`src/logic/fr_unary_pkg.sv`:
```
// constants and types shared by the file-register unary datapath
package fr_unary_pkg;
  localparam int DATA_W = 8;
  localparam int ADDR_W = 7;
  localparam int OP_W = 3;
  localparam logic [DATA_W-1:0] ZERO_BYTE = 8'h00;
  localparam logic [DATA_W-1:0] ONE_BYTE = 8'h01;
  localparam logic [DATA_W-1:0] W_RESET = 8'h00;
  localparam logic [ADDR_W-1:0] ADDR_RESET = 7'h00;
  localparam logic DEST_WORK = 1'b0;
  localparam logic DEST_FILE = 1'b1;
  // opcode encoding presented by the decoder
  localparam logic [OP_W-1:0] OP_INVERT = 3'h0;
  localparam logic [OP_W-1:0] OP_ZERO_FILE = 3'h1;
  localparam logic [OP_W-1:0] OP_ZERO_WORK = 3'h2;
  localparam logic [OP_W-1:0] OP_DEC = 3'h3;
  localparam logic [OP_W-1:0] OP_DEC_SKIP = 3'h4;
  localparam logic [OP_W-1:0] OP_INC_SKIP = 3'h5;
  typedef enum logic [1:0] {
    ST_RUN = 2'b01,
    ST_SKIP = 2'b10
  } seq_state_t;
endpackage

```
`src/logic/fr_unary_alu.sv`:
```
// execution datapath for single-operand file-register instructions
`timescale 1ns/1ps
// What this block does
// - The invert op writes the bitwise inverse of the file register and updates zero.
// - Destination bit low sends the result to the working register, high to the file reg.
// - Clearing the file register writes zero there and always sets the zero flag.
// - Clearing the working register loads zero into it and always sets the zero flag.
// - Plain decrement subtracts one, writes the destination and updates zero.
// - Decrement-and-skip subtracts one and writes the destination with flags unchanged.
// - A zero decrement-and-skip result turns the next instruction into an idle slot.
// - Increment-and-skip adds one and writes the destination with flags unchanged.
// - A zero increment-and-skip result, wrap included, turns the next slot idle.
module fr_unary_alu
  import fr_unary_pkg::*;
(
  input wire logic clock,
  input wire logic rst_n,
  input wire logic issue,
  input wire logic [OP_W-1:0] op,
  input wire logic dest,
  input wire logic [ADDR_W-1:0] file_addr,
  input wire logic [DATA_W-1:0] file_rdata,
  output logic file_we,
  output logic [ADDR_W-1:0] file_waddr,
  output logic [DATA_W-1:0] file_wdata,
  output logic [DATA_W-1:0] work_reg,
  output logic zero_flag,
  output logic idle_slot,
  output logic busy_skip
);
  // ************************************************************
  // operation decode
  // ************************************************************
  logic [DATA_W-1:0] result;
  logic zero;
  logic flag_we;
  logic skip;
  logic legal;
  logic exec;
  logic to_file;
  logic to_work;
  seq_state_t state_ff;
  seq_state_t nxt_state;
  logic [DATA_W-1:0] work_ff;
  logic zero_ff;
  logic fwe_ff;
  logic [ADDR_W-1:0] faddr_ff;
  logic [DATA_W-1:0] fdata_ff;
  logic idle_ff;

  fr_unary_calc u_calc (
    .op(op),
    .operand(file_rdata),
    .result(result),
    .zero(zero),
    .flag_we(flag_we),
    .skip(skip),
    .legal(legal)
  );

  // the slot after a taken skip is discarded, so its issue is ignored
  assign exec = issue && legal && (state_ff == ST_RUN);
  // destination routing; clear ops have fixed targets
  assign to_file = exec && (op != OP_ZERO_WORK) && ((op == OP_ZERO_FILE) || (dest == DEST_FILE));
  assign to_work = exec && (op != OP_ZERO_FILE) && ((op == OP_ZERO_WORK) || (dest == DEST_WORK));

  // ************************************************************
  // skip sequencer
  // ************************************************************
  always_comb begin
    nxt_state = ST_RUN;
    case (state_ff)
      // zero result of a skip op schedules a discarded slot
      ST_RUN: begin
        nxt_state = (exec && skip) ? ST_SKIP : ST_RUN;
      end
      ST_SKIP: begin
        nxt_state = ST_RUN;
      end
      default: begin
        nxt_state = ST_RUN;
      end
    endcase
  end

  always_ff @(posedge clock or negedge rst_n) begin
    if (!rst_n) begin
      state_ff <= ST_RUN;
    end else begin
      state_ff <= nxt_state;
    end
  end

  always_ff @(posedge clock or negedge rst_n) begin
    if (!rst_n) begin
      idle_ff <= 1'b0;
    end else begin
      // idle slot marker during the discarded cycle
      idle_ff <= (nxt_state == ST_SKIP);
    end
  end

  // ************************************************************
  // destination and flag registers
  // ************************************************************
  always_ff @(posedge clock or negedge rst_n) begin
    if (!rst_n) begin
      work_ff <= W_RESET;
    end else if (to_work) begin
      // result visible the cycle after issue
      work_ff <= result;
    end
  end

  // skip forms keep the flag, so a test pending on it survives a loop count
  always_ff @(posedge clock or negedge rst_n) begin
    if (!rst_n) begin
      zero_ff <= 1'b0;
    end else if (exec && flag_we) begin
      // zero flag follows result; clears yield one
      zero_ff <= zero;
    end
  end

  // registered write port gives the file a clean one-cycle strobe
  always_ff @(posedge clock or negedge rst_n) begin
    if (!rst_n) begin
      fwe_ff <= 1'b0;
      faddr_ff <= ADDR_RESET;
      fdata_ff <= ZERO_BYTE;
    end else begin
      fwe_ff <= to_file;
      if (to_file) begin
        faddr_ff <= file_addr;
        fdata_ff <= result;
      end
    end
  end

  assign file_we = fwe_ff;
  assign file_waddr = faddr_ff;
  assign file_wdata = fdata_ff;
  assign work_reg = work_ff;
  assign zero_flag = zero_ff;
  assign idle_slot = idle_ff;
  // fetch may hold on busy_skip; it equals idle_slot, so either can be used
  assign busy_skip = (state_ff == ST_SKIP);

  // ************************************************************
  // checks
  // ************************************************************
  a_invert_value: assert property (@(posedge clock) disable iff (!rst_n)
    (exec && op == OP_INVERT && dest == DEST_WORK) |=> work_reg == ~$past(file_rdata))
    else $error("invert result wrong");
  a_dest_file: assert property (@(posedge clock) disable iff (!rst_n)
    (exec && op == OP_DEC && dest == DEST_FILE) |=> file_we && $stable(work_reg))
    else $error("file destination not written");
  a_zero_file_reg_zero: assert property (@(posedge clock) disable iff (!rst_n)
    (exec && op == OP_ZERO_FILE) |=> file_we && file_wdata == ZERO_BYTE && zero_flag)
    else $error("clear file wrong");
  a_zero_work_reg_zero: assert property (@(posedge clock) disable iff (!rst_n)
    (exec && op == OP_ZERO_WORK) |=> !file_we && work_reg == ZERO_BYTE && zero_flag)
    else $error("clear work wrong");
  a_dec_value: assert property (@(posedge clock) disable iff (!rst_n)
    (exec && op == OP_DEC && dest == DEST_WORK) |=>
      work_reg == $past(file_rdata) - ONE_BYTE && zero_flag == (work_reg == ZERO_BYTE))
    else $error("decrement wrong");
  a_skip_flags: assert property (@(posedge clock) disable iff (!rst_n)
    (exec && (op == OP_DEC_SKIP || op == OP_INC_SKIP)) |=> $stable(zero_flag))
    else $error("skip op changed flag");
  a_dec_skip: assert property (@(posedge clock) disable iff (!rst_n)
    (exec && op == OP_DEC_SKIP) |=>
      (idle_slot == ($past(file_rdata) == ONE_BYTE)) ##1 !idle_slot || !$past(idle_slot))
    else $error("decrement skip wrong");
  a_inc_wrap: assert property (@(posedge clock) disable iff (!rst_n)
    (exec && op == OP_INC_SKIP && file_rdata == ~ZERO_BYTE) |=> idle_slot && busy_skip)
    else $error("increment wrap skip missing");
  a_inc_value: assert property (@(posedge clock) disable iff (!rst_n)
    (exec && op == OP_INC_SKIP && dest == DEST_FILE) |=>
      file_wdata == $past(file_rdata) + ONE_BYTE && file_waddr == $past(file_addr))
    else $error("increment result wrong");
  a_no_skip: assert property (@(posedge clock) disable iff (!rst_n)
    (exec && !skip) |=> !busy_skip)
    else $error("non-skip op took two cycles");

  // ************************************************************
  // checks on destinations and refused slots
  // ************************************************************
  // a discarded slot must leave every visible result alone
  a_refuse_slot: assert property (@(posedge clock) disable iff (!rst_n)
    (busy_skip && issue) |=> !file_we && !idle_slot && $stable(work_reg) && $stable(zero_flag))
    else $error("discarded slot executed");
  a_invert_file: assert property (@(posedge clock) disable iff (!rst_n)
    (exec && op == OP_INVERT && dest == DEST_FILE) |=>
      file_we && file_wdata == ~$past(file_rdata) && zero_flag == (file_wdata == ZERO_BYTE))
    else $error("invert to file wrong");
  a_dec_file: assert property (@(posedge clock) disable iff (!rst_n)
    (exec && op == OP_DEC && dest == DEST_FILE) |=>
      file_wdata == $past(file_rdata) - ONE_BYTE && zero_flag == (file_wdata == ZERO_BYTE))
    else $error("decrement to file wrong");
  a_dest_work: assert property (@(posedge clock) disable iff (!rst_n)
    (exec && dest == DEST_WORK && op != OP_ZERO_FILE) |=> !file_we)
    else $error("work destination wrote the file");
  a_inc_work: assert property (@(posedge clock) disable iff (!rst_n)
    (exec && op == OP_INC_SKIP && dest == DEST_WORK) |=>
      work_reg == $past(file_rdata) + ONE_BYTE && idle_slot == (work_reg == ZERO_BYTE))
    else $error("increment to work wrong");
  a_idle_pulse: assert property (@(posedge clock) disable iff (!rst_n)
    idle_slot |=> !idle_slot && !busy_skip)
    else $error("idle slot longer than one cycle");
  a_addr_follow: assert property (@(posedge clock) disable iff (!rst_n)
    to_file |=> file_we && file_waddr == $past(file_addr))
    else $error("write address lost");
  a_illegal_quiet: assert property (@(posedge clock) disable iff (!rst_n)
    (issue && !legal) |=> !file_we && $stable(work_reg) && $stable(zero_flag))
    else $error("illegal op had an effect");
  a_dec_skip_file: assert property (@(posedge clock) disable iff (!rst_n)
    (exec && op == OP_DEC_SKIP && dest == DEST_FILE) |=>
      file_we && file_wdata == $past(file_rdata) - ONE_BYTE)
    else $error("decrement skip to file wrong");
  a_dec_skip_work: assert property (@(posedge clock) disable iff (!rst_n)
    (exec && op == OP_DEC_SKIP && dest == DEST_WORK) |=>
      work_reg == $past(file_rdata) - ONE_BYTE && !file_we)
    else $error("decrement skip to work wrong");
  a_zero_hold: assert property (@(posedge clock) disable iff (!rst_n)
    !exec |=> $stable(zero_flag) && $stable(work_reg))
    else $error("state moved without an executed op");
endmodule

```
`src/logic/fr_unary_calc.sv`:
```
// combinational result, zero and skip computation for one opcode
`timescale 1ns/1ps
module fr_unary_calc
  import fr_unary_pkg::*;
(
  input wire logic [OP_W-1:0] op,
  input wire logic [DATA_W-1:0] operand,
  output logic [DATA_W-1:0] result,
  output logic zero,
  output logic flag_we,
  output logic skip,
  output logic legal
);
  always_comb begin
    result = ZERO_BYTE;
    flag_we = 1'b0;
    skip = 1'b0;
    legal = 1'b1;
    case (op)
      OP_INVERT: begin
        result = ~operand;
        flag_we = 1'b1;
      end
      OP_ZERO_FILE: begin
        result = ZERO_BYTE;
        flag_we = 1'b1;
      end
      OP_ZERO_WORK: begin
        result = ZERO_BYTE;
        flag_we = 1'b1;
      end
      OP_DEC: begin
        result = operand - ONE_BYTE;
        flag_we = 1'b1;
      end
      OP_DEC_SKIP: begin
        result = operand - ONE_BYTE;
        skip = (result == ZERO_BYTE);
      end
      // increment wraps modulo 256, flags untouched
      OP_INC_SKIP: begin
        result = operand + ONE_BYTE;
        skip = (result == ZERO_BYTE);
      end
      default: begin
        legal = 1'b0;
      end
    endcase
    zero = (result == ZERO_BYTE);
  end
endmodule

```
`config.mk`:
```
export PLATFORM = sky130hd
export DESIGN_NAME = fr_unary_alu
export DESIGN_NICKNAME = d
export VERILOG_FILES = /design/src/logic/fr_unary_pkg.sv /design/src/logic/fr_unary_alu.sv /design/src/logic/fr_unary_calc.sv
export SDC_FILE = /design/constraint.sdc
export NUM_CORES = 1
export LEC_CHECK = 0
export BUFFER_PORTS_ARGS = -buffer_cell sky130_fd_sc_hd__buf_2
export CAP_MARGIN = 10
export CELL_PAD_IN_SITES_DETAIL_PLACEMENT = 0
export CELL_PAD_IN_SITES_GLOBAL_PLACEMENT = 2
export CORE_ASPECT_RATIO = 1.1
export CORE_UTILIZATION = 29
export CTS_BUF_LIST = sky130_fd_sc_hd__clkbuf_8
export CTS_CLUSTER_DIAMETER = 100
export DETAILED_ROUTE_END_ITERATION = 10
export PLACE_DENSITY = 0.85
export SLEW_MARGIN = 30
export SYNTH_ARGS = -nofsm -noshare
export SYNTH_HDL_FRONTEND = slang
export SYNTH_SLANG_ARGS = --single-unit
export TNS_END_PERCENT = 50
```
`constraint.sdc`:
```
create_clock -name clock -period 1.7 [get_ports clock]
set_input_delay 0 -clock clock [delete_from_list [all_inputs] [get_ports clock]]
set_output_delay 0 -clock clock [all_outputs]
set_load 0.005 [all_outputs]
```
==> flow_metrics.env, run 1 <==
export IMPL_std_cell_rows=29
export IMPL_drc_errors=0
export IMPL_period_share=0.9851
export IMPL_start_kind="flop"
export IMPL_r2r_start="state_ff[0]"
export IMPL_wl_um=4834
export IMPL_place_area_um2=2317
export IMPL_fill_cells=562
export IMPL_worstPathCellList="nand3b_1 -> a21o_1 -> nor2b_4 -> buf_8 -> mux2_4"
export IMPL_finish_utilization=0.4331
export IMPL_tritoncts="done"
export IMPL_register_area_um2=676.9
export IMPL_arrival_ns=1.83
export IMPL_wl_per_cell_um=14.09
export IMPL_critical_path_depth=5
export IMPL_netlist_area_um2=1768
export IMPL_cts_sinks=27
export IMPL_gp_congestion=0.8236
export IMPL_reg2reg_to="file_wdata[6]"
export IMPL_async_flop_share=1.000
export IMPL_crit_required_ns=1.86
export IMPL_max_freq_mhz=597.2
export IMPL_startpoint="state_ff[0]"
export IMPL_synth_cells=179
export IMPL_start_util=0.3026
export IMPL_setup_tns_ns=0
export IMPL_dp_hpwl_um=3473
export IMPL_ioPinCount=49
export IMPL_antenna_cells=0
export IMPL_layout_min_cycle_time_ns=1.675
export IMPL_h_tree_depth=1
export IMPL_clockBufferDepth=2
export IMPL_ctsRootBufferMaster="clkbuf_8"
export IMPL_synth_seq_area_share=0.3829
export IMPL_final_area_um2=2530
export IMPL_pre_cts_slack_ns=-0.2075
export IMPL_track_usage=0.1550
export IMPL_fp_dieArea_um2=6413
export IMPL_drtAntennaViolNets=0
export IMPL_drtIter0Drc=139
export IMPL_totalPowerFinal_mw=1.821
export IMPL_syn_nets=205
export IMPL_hold_class="in -> reg"
export IMPL_overflow=0
export IMPL_final_cell_mix="buf_2, buf_4, dfrtp_1"
export IMPL_antenna_found_initial=0
export IMPL_die_h_um=83.89
export IMPL_rsz0062_at_grt="yes"
export IMPL_area_growth_syn_to_layout_pct=43.10
export IMPL_synth_edf_count=0
export IMPL_cp_slowest_cell="dfstp_2"
export IMPL_synth_cell_types=53
export IMPL_via_per_inst=4.784
export IMPL_synth_yosys_warnings=0
export IMPL_clock_latency_ns=0.27
export IMPL_synth_seq_cells=27
export IMPL_cp_top_family="flip-flops"
export IMPL_p_leak_nw=1.207
export IMPL_worst_setup_path_end_kind="flop"
export IMPL_r2r_slack_ns=0.03
export IMPL_setup_ws_ns=0.02538
export IMPL_layout_commonest_cell="buf_2"
export IMPL_finalClockSkew_ns=0.003815
export IMPL_clk_pin_slew_ns=0.09
export IMPL_reg2reg_depth=5
export IMPL_grt_pass1_vias=1664
export IMPL_p_per_area_nw_per_um2=719.6
export IMPL_hold_viol_final=0
export IMPL_fin_cells=343
export IMPL_drv_cap=0
export IMPL_whs_ns=0.2653
export IMPL_critPathMaxStageDelay_ns=0.54
export IMPL_core_area_um2=5842
export IMPL_grt_max_degree=28
export IMPL_crit_type="reg -> reg"
export IMPL_die_width_um=76.45
export IMPL_status="complete, no violations"
export IMPL_finalMaxSlewViolations=0
export IMPL_crit_fanout=8
export IMPL_synth_ff_type="dfrtp_1"
export IMPL_syn_avg_cell_area_um2=9.877
export IMPL_endpoint="file_wdata[6]"
export IMPL_post_place_cells=327
export IMPL_layout_nets=293
export IMPL_tightestPinTransition_ns=0.6045
export IMPL_numCtsBuffers=3
export IMPL_vias=1641
export IMPL_peakVddDrop_v=0.0004804
export IMPL_io_buffers=48
export IMPL_slew_limit_headroom=0.5970
export IMPL_drive_above_1_share=0.4549
export IMPL_drtPass1Iterations=4
export IMPL_setup_violations=0
export IMPL_grt_pass1_wl_um=8155
export IMPL_critPathBufInv=1
export IMPL_multi_input_area_um2=1049
## final cells by class
class	instances	area share
Multi-Input combinational cell	132	0.4144
Sequential cell	27	0.2676
Timing Repair Buffer	97	0.2527
Tap cell	77	0.03808
Clock buffer	3	0.01632
Inverter	6	0.008902
Clock inverter	1	0.001978
## power by group
group          leakage [nW]  total (mW)  switching [mW]  internal [mW]
Sequential            0.334       0.822          0.0597          0.762
Combinational         0.848       0.642           0.285          0.357
Clock                0.0255       0.357           0.193          0.164
## worst min-delay path, cell delays in order
cell      delay [ns]
buf_2           0.10
nand3b_1        0.14
buf_4           0.13
o21ai_0         0.08
o41ai_2         0.05
## Yosys cell counts, types with 2 or more instances
cell	n	area [µm²]
mux2_2	16	180.2
xnor2_1	8	70.07
nor3_1	3	15.01
a211o_1	2	17.52
and2_1	3	18.77
mux2i_1	2	20.02
a31oi_1	3	18.77
nand3_1	4	20.02
buf_2	5	25.02
o22ai_1	2	12.51
nor2b_1	7	43.79
buf_6	2	22.52
inv_1	6	22.52
nand3b_1	2	15.01
clkbuf_1	6	22.52
nand2_1	8	30.03
a22o_1	2	17.52
xor2_1	5	43.79
ha_1	4	50.05
nand4_1	3	18.77
o21ai_0	6	30.03
dfrtp_1	26	650.6
o221ai_1	2	17.52
nor4_1	2	12.51
nor2_1	13	48.80
a21oi_1	8	40.04
nand2b_1	3	18.77
## what timing repair did
item                                    in CTS  in global routing
setup buffers                                1                  2
pin swaps                                    0                  1
endpoints found under the setup margin      10                 17
gates resized for setup                      5                 11
hold buffers                                 8                  0
gates cloned                                 1                  0
hold endpoints to repair                    33                  0
## logic make-up (layout without fill, tap and decap cells)
logic type	after synthesis	in the layout	share of synthesized area
muxes	20	20	0.1323
xor gates and xnor gates	13	13	0.06440
and+or+nand+nor	58	58	0.1883
AOI/OAI and AO/OA	37	37	0.1493
buffers and inverters	20	107	0.05449
adders and majority gates	4	4	0.02831
DFF	27	27	0.3829
## per-layer routing
layer | vias to the layer above | global-route usage | wire length, µm
met3 | 4 | 0.02077 | 150
met4 | 0 | 0.01748 | 38
met1 | 783 | 0.2125 | 2260
li1 | 816 | - | -
met5 | - | 0 | 0
met2 | 38 | 0.2662 | 2383
## how the worst min path moves through the flow
stage / slack, ns / start / depth (start not counted) / end
2_1_floorplan: -0.30 / rst_n / 0 / file_waddr[0]
5_1_grt: 0.27 / issue / 5 / zero_flag
3_5_place_dp: 0.04 / rst_n / 1 / file_waddr[0]
6_report: 0.27 / issue / 5 / zero_flag
3_3_place_gp: 0.03 / rst_n / 1 / file_waddr[0]
4_1_cts: 0.26 / issue / 5 / zero_flag
(Power assumes the default switching activity.)
==> inputs of run 2 (changes only) <==
--- a/config.mk
+++ b/config.mk
@@ -10,13 +10,15 @@
 export CELL_PAD_IN_SITES_DETAIL_PLACEMENT = 0
 export CELL_PAD_IN_SITES_GLOBAL_PLACEMENT = 2
 export CORE_ASPECT_RATIO = 1.1
-export CORE_UTILIZATION = 29
+export CORE_UTILIZATION = 30
 export CTS_BUF_LIST = sky130_fd_sc_hd__clkbuf_8
 export CTS_CLUSTER_DIAMETER = 100
+export CTS_CLUSTER_SIZE = 20
 export DETAILED_ROUTE_END_ITERATION = 10
-export PLACE_DENSITY = 0.85
+export PLACE_DENSITY = 0.86
 export SLEW_MARGIN = 30
 export SYNTH_ARGS = -nofsm -noshare
 export SYNTH_HDL_FRONTEND = slang
+export SYNTH_HIERARCHICAL = 1
 export SYNTH_SLANG_ARGS = --single-unit
 export TNS_END_PERCENT = 50
==> flow_metrics.env, run 2 <==
export IMPL_hold_class="in -> reg"
export IMPL_fill_cells=510
export IMPL_ioPinCount=49
export IMPL_netlist_area_leader_share=0.3790
export IMPL_antenna_cells=0
export IMPL_async_flop_share=1.000
export IMPL_synth_edf_count=0
export IMPL_track_usage=0.1492
export IMPL_period_share=1.098
export IMPL_clockBufferDepth=2
export IMPL_gp_congestion=0.8617
export IMPL_std_cell_rows=28
export IMPL_layout_commonest_cell="buf_2"
export IMPL_synth_most_common_cell="dfrtp_1"
export IMPL_rsz0062_at_grt="yes"
export IMPL_synth_yosys_warnings=6
export IMPL_hold_viol_final=0
export IMPL_setup_violations=3
export IMPL_tightestPinTransition_ns=0.5927
export IMPL_synth_cells=162
export IMPL_cp_slowest_cell="or3_1"
export IMPL_overflow=0
export IMPL_status="finished with violations"
export IMPL_worstPathCellList="buf_4 -> inv_2 -> ha_4 -> or3_1 -> a32o_2 -> or3_1 -> or3_1 -> nor4_2 -> mux2_4"
export IMPL_syn_nets=188
export IMPL_finalMaxSlewViolations=0
export IMPL_crit_fanout=5
export IMPL_drtIter0Drc=78
export IMPL_clock_latency_ns=0.27
export IMPL_wl_per_cell_um=13.43
export IMPL_cts_sinks=27
export IMPL_arrival_ns=2.09
export IMPL_die_h_um=81.34
export IMPL_setup_tns_ns=-0.3397
export IMPL_core_area_um2=5430
export IMPL_worst_setup_path_end_kind="flop"
export IMPL_crit_type="in -> reg"
export IMPL_numCtsBuffers=3
export IMPL_ctsRootBufferMaster="clkbuf_8"
export IMPL_wl_um=4418
export IMPL_layout_nets=281
export IMPL_area_growth_syn_to_layout_pct=46.28
export IMPL_synth_seq_area_share=0.3943
export IMPL_slew_limit_headroom=0.6048
export IMPL_tritoncts="done"
export IMPL_setup_ws_ns=-0.1661
export IMPL_vias=1550
export IMPL_syn_avg_cell_area_um2=10.60
export IMPL_peakVddDrop_v=0.0004653
export IMPL_finalClockSkew_ns=0.001586
export IMPL_synth_cell_types=49
export IMPL_drc_errors=0
export IMPL_critPathBufInv=2
export IMPL_synth_area_top_cells="dfrtp_1, mux2_2, xor2_1, ha_1, nand2_1"
export IMPL_p_leak_nw=1.206
export IMPL_grt_pass1_vias=1435
export IMPL_drtAntennaViolNets=0
export IMPL_netlist_area_um2=1717
export IMPL_clk_pin_slew_ns=0.09
export IMPL_final_cell_mix="buf_2, buf_4, dfrtp_1"
export IMPL_start_kind="primary input"
export IMPL_dp_hpwl_um=3451
export IMPL_max_freq_mhz=535.9
export IMPL_cp_top_family="simple AND/OR/NAND/NOR gates"
export IMPL_synth_commonest_cells="dfrtp_1, mux2_2, nand2_1"
export IMPL_layout_min_cycle_time_ns=1.866
export IMPL_via_per_inst=4.711
export IMPL_synth_ff_type="dfrtp_1"
export IMPL_io_buffers=48
export IMPL_grt_max_degree=28
export IMPL_drtPass1Iterations=4
export IMPL_violations="setup timing"
export IMPL_totalPowerFinal_mw=1.770
export IMPL_fp_dieArea_um2=6029
export IMPL_whs_ns=0.2106
export IMPL_critPathMaxStageDelay_ns=0.39
export IMPL_drv_cap=0
export IMPL_grt_pass1_wl_um=7010
export IMPL_drive_above_1_share=0.5394
export IMPL_start_util=0.3161
export IMPL_synth_seq_cells=27
export IMPL_crit_top_cell="or3_1"
export IMPL_die_width_um=74.13
export IMPL_p_per_area_nw_per_um2=704.8
export IMPL_antenna_found_initial=0
export IMPL_h_tree_depth=1
export IMPL_synth_top_cell_by_area="dfrtp_1"
export IMPL_crit_required_ns=1.92
==> run 2: final timing paths <==
kind,from,end,slack [ns],cells past startpoint
setup reg to reg,state_ff[0],work_reg[0],0.18,4
min in group asynchronous,rst_n,file_waddr[2],0.26,2
hold reg to reg,file_waddr[4],file_waddr[4],0.51,1
hold / removal,dest,file_we,0.21,4
max in group asynchronous,rst_n,file_wdata[0],1.06,2
setup / recovery,file_rdata[0],zero_flag,-0.17,9
==> run 2: layout make-up <==
cell class | count | area, µm² | share of cell area
Multi-Input combinational cell | 119 | 1006 | 0.4006
Inverter | 6 | 25.02 | 0.009965
Timing Repair Buffer | 98 | 663.1 | 0.2641
Sequential cell | 27 | 676.9 | 0.2696
Clock buffer | 3 | 41.29 | 0.01644
Tap cell | 75 | 93.84 | 0.03737
Clock inverter | 1 | 5.005 | 0.001993
==> run 2: worst min-delay path, stage by stage <==
cell      delay [ns]
buf_2           0.12
o211ai_2        0.11
buf_12          0.17
inv_1           0.05
==> run 2: routing by layer <==
| metal | global-route usage | part of all wire |
|---|---|---|
| met1 | 0.2031 | 0.45 |
| met2 | 0.2555 | 0.51 |
| met3 | 0.02109 | 0.031 |
| met4 | 0.01923 | 0.0032 |
| met5 | 0 | 0 |
==> run 2: stage by stage <==
stage / util / cells / cell area (µm²) / worst slack [ns]
after floorplan: - / 162 / 1742 / -0.2360
after global placement: 0.4334 / 316 / 2354 / -0.4278
after detailed placement: 0.4334 / 316 / 2354 / -0.4596
after CTS: 0.4571 / 328 / 2482 / -0.1286
after global routing: 0.4624 / 329 / 2511 / -0.2004
final: 0.4624 / 329 / 2511 / -0.1661
==> run 2: kinds of logic after synthesis <==
logic type	Yosys count	share of synthesized area
and+or+nand+nor	51	0.1742
DFF	27	0.3943
AOI/OAI and AO/OA	24	0.1166
muxes	24	0.1574
xor gates and xnor gates	16	0.08163
buffers and inverters	16	0.04665
adders and majority gates	4	0.02916
==> run 2: power by group <==
part	leakage [nW]	internal [mW]	total (mW)	switching [mW]
Combinational	0.841	0.342	0.601	0.259
Sequential	0.340	0.756	0.808	0.0517
Clock	0.0255	0.164	0.361	0.196
Total	1.21	1.26	1.77	0.507
==> run 2: repair_timing <==
action,CTS,global route
hold buffers,8,0
hold endpoints to repair,33,0
pin swaps,1,4
resized for setup,1,4
setup endpoints to repair,3,5
setup buffers,0,1
==> inputs of run 3 (changes only) <==
--- a/config.mk
+++ b/config.mk
@@ -15,7 +15,7 @@
 export CTS_CLUSTER_DIAMETER = 100
 export CTS_CLUSTER_SIZE = 20
 export DETAILED_ROUTE_END_ITERATION = 10
-export PLACE_DENSITY = 0.86
+export PLACE_DENSITY = 0.75
 export SLEW_MARGIN = 30
 export SYNTH_ARGS = -nofsm -noshare
 export SYNTH_HDL_FRONTEND = slang
==> flow_metrics.env, run 3 (synthesis results as in run 2) <==
export IMPL_tritoncts="done"
export IMPL_finalMaxSlewViolations=0
export IMPL_r2r_slack_ns=0.16
export IMPL_r2r_start="state_ff[0]"
export IMPL_layout_min_cycle_time_ns=1.873
export IMPL_critPathMaxStageDelay_ns=0.41
export IMPL_setup_violations=3
export IMPL_fp_dieArea_um2=6029
export IMPL_std_cell_rows=28
export IMPL_area_growth_syn_to_layout_pct=47.81
export IMPL_track_usage=0.1610
export IMPL_drtPass1Iterations=4
export IMPL_status="finished with violations"
export IMPL_min_to="file_we"
export IMPL_layout_nets=284
export IMPL_crit_required_ns=1.91
export IMPL_hold_class="in -> reg"
export IMPL_drtIter0Drc=74
export IMPL_hold_viol_final=0
export IMPL_pre_cts_slack_ns=-0.4872
export IMPL_layout_commonest_cell="buf_2"
export IMPL_drive_above_1_share=0.5370
export IMPL_crit_type="in -> reg"
export IMPL_holdCritStartpoint="dest"
export IMPL_crit_fanout=6
export IMPL_clk_pin_slew_ns=0.09
export IMPL_overflow=0
export IMPL_wl_um=4645
export IMPL_clockBufferDepth=2
export IMPL_via_per_inst=4.723
export IMPL_io_buffers=48
export IMPL_tightestPinTransition_ns=0.5866
export IMPL_p_per_area_nw_per_um2=696.5
export IMPL_antenna_cells=0
export IMPL_wl_per_cell_um=13.99
export IMPL_reg2reg_to="work_reg[5]"
export IMPL_start_util=0.3161
export IMPL_finish_utilization=0.4673
export IMPL_cp_slowest_cell="or3b_4"
export IMPL_worstPathCellList="buf_4 -> inv_2 -> ha_4 -> or3b_4 -> xor2_1 -> o22ai_1 -> a22o_1 -> or3_1 -> nor4_2 -> mux2_4"
export IMPL_arrival_ns=2.09
export IMPL_violations="setup timing"
export IMPL_core_area_um2=5430
export IMPL_drc_errors=0
export IMPL_finalClockSkew_ns=0.002446
export IMPL_start_kind="primary input"
export IMPL_grt_pass1_wl_um=7396
export IMPL_critPathBufInv=2
export IMPL_rsz0062_at_grt="yes"
export IMPL_period_share=1.102
export IMPL_slew_limit_headroom=0.6089
export IMPL_h_tree_depth=1
export IMPL_grt_pass1_vias=1611
export IMPL_p_leak_nw=1.222
export IMPL_clock_latency_ns=0.27
export IMPL_ioPinCount=49
export IMPL_reg2reg_depth=4
export IMPL_die_width_um=74.13
export IMPL_vias=1568
export IMPL_cts_setup_buffers=0
export IMPL_grt_max_degree=28
export IMPL_antenna_found_initial=0
export IMPL_drv_cap=0
export IMPL_totalPowerFinal_mw=1.767
export IMPL_dp_hpwl_um=3662
export IMPL_die_h_um=81.34
export IMPL_holdPathStages=4
export IMPL_max_freq_mhz=533.9
export IMPL_final_cell_mix="buf_2, buf_4, dfrtp_1"
export IMPL_numCtsBuffers=3
export IMPL_peakVddDrop_v=0.0005363
export IMPL_drtAntennaViolNets=0
export IMPL_cts_sinks=27
export IMPL_gp_congestion=0.7864
export IMPL_cp_top_family="simple AND/OR/NAND/NOR gates"
export IMPL_setup_ws_ns=-0.1732
export IMPL_worst_setup_path_end_kind="flop"
export IMPL_ctsRootBufferMaster="clkbuf_8"
-- run 3: report_power, final --
part | switching (mW) | total (mW) | leakage [nW] | internal [mW]
registers | 0.0558 | 0.813 | 0.340 | 0.757
clock network | 0.185 | 0.349 | 0.0255 | 0.164
logic | 0.259 | 0.606 | 0.857 | 0.347
total | 0.500 | 1.77 | 1.22 | 1.27
-- run 3: metrics by stage --
stage                     hold slack [ns]  cell area [µm²]  TNS (ns)  instances
after CTS                          0.2138             2525   -0.3873        332
after global placement            0.03681             2396    -2.427        320
after floorplan                   -0.2956             1742   -0.5606        162
final                              0.2238             2537   -0.4071        332
after global routing               0.2299             2537   -0.6539        332
after detailed placement          0.03483             2396    -2.478        320
-- run 3: repair_timing --
item | 4_1_cts | 5_1_grt
pin swaps | 0 | 1
hold buffers | 8 | 0
resized for setup | 1 | 2
hold endpoints to repair | 33 | 0
endpoints found under the setup margin | 3 | 7
-- run 3: area by class of cell --
class / instances / area (µm²)
Sequential cell: 27 / 676.9
Multi-Input combinational cell: 119 / 997.2
Clock inverter: 1 / 5.005
Tap cell: 75 / 93.84
Clock buffer: 3 / 41.29
Inverter: 6 / 25.02
Fill cell: 510 / 2893
Timing Repair Buffer: 101 / 698.2
-- run 3: worst min-delay path: stages --
cell and delay (ns):
buf_2 0.12, o211ai_2 0.12, buf_12 0.17, inv_1 0.05
-- run 3: per-layer routing --
layer / vias up / track usage / share of wire
met3: 2 / 0.01241 / 0.029
met5: - / 0 / 0
met1: 750 / 0.1994 / 0.46
met4: 0 / 0.03462 / 0.0011
li1: 780 / - / -
met2: 36 / 0.3000 / 0.51
-- run 3: how the worst max path moves through the flow --
stage,from,to,slack [ns],cells past startpoint
floorplan,file_rdata[1],zero_flag,-0.24,8
detailed placement,file_rdata[0],zero_flag,-0.49,9
global route,file_rdata[0],zero_flag,-0.24,10
CTS,file_rdata[0],zero_flag,-0.17,9
finish,file_rdata[0],zero_flag,-0.17,10
global placement,file_rdata[0],zero_flag,-0.47,9
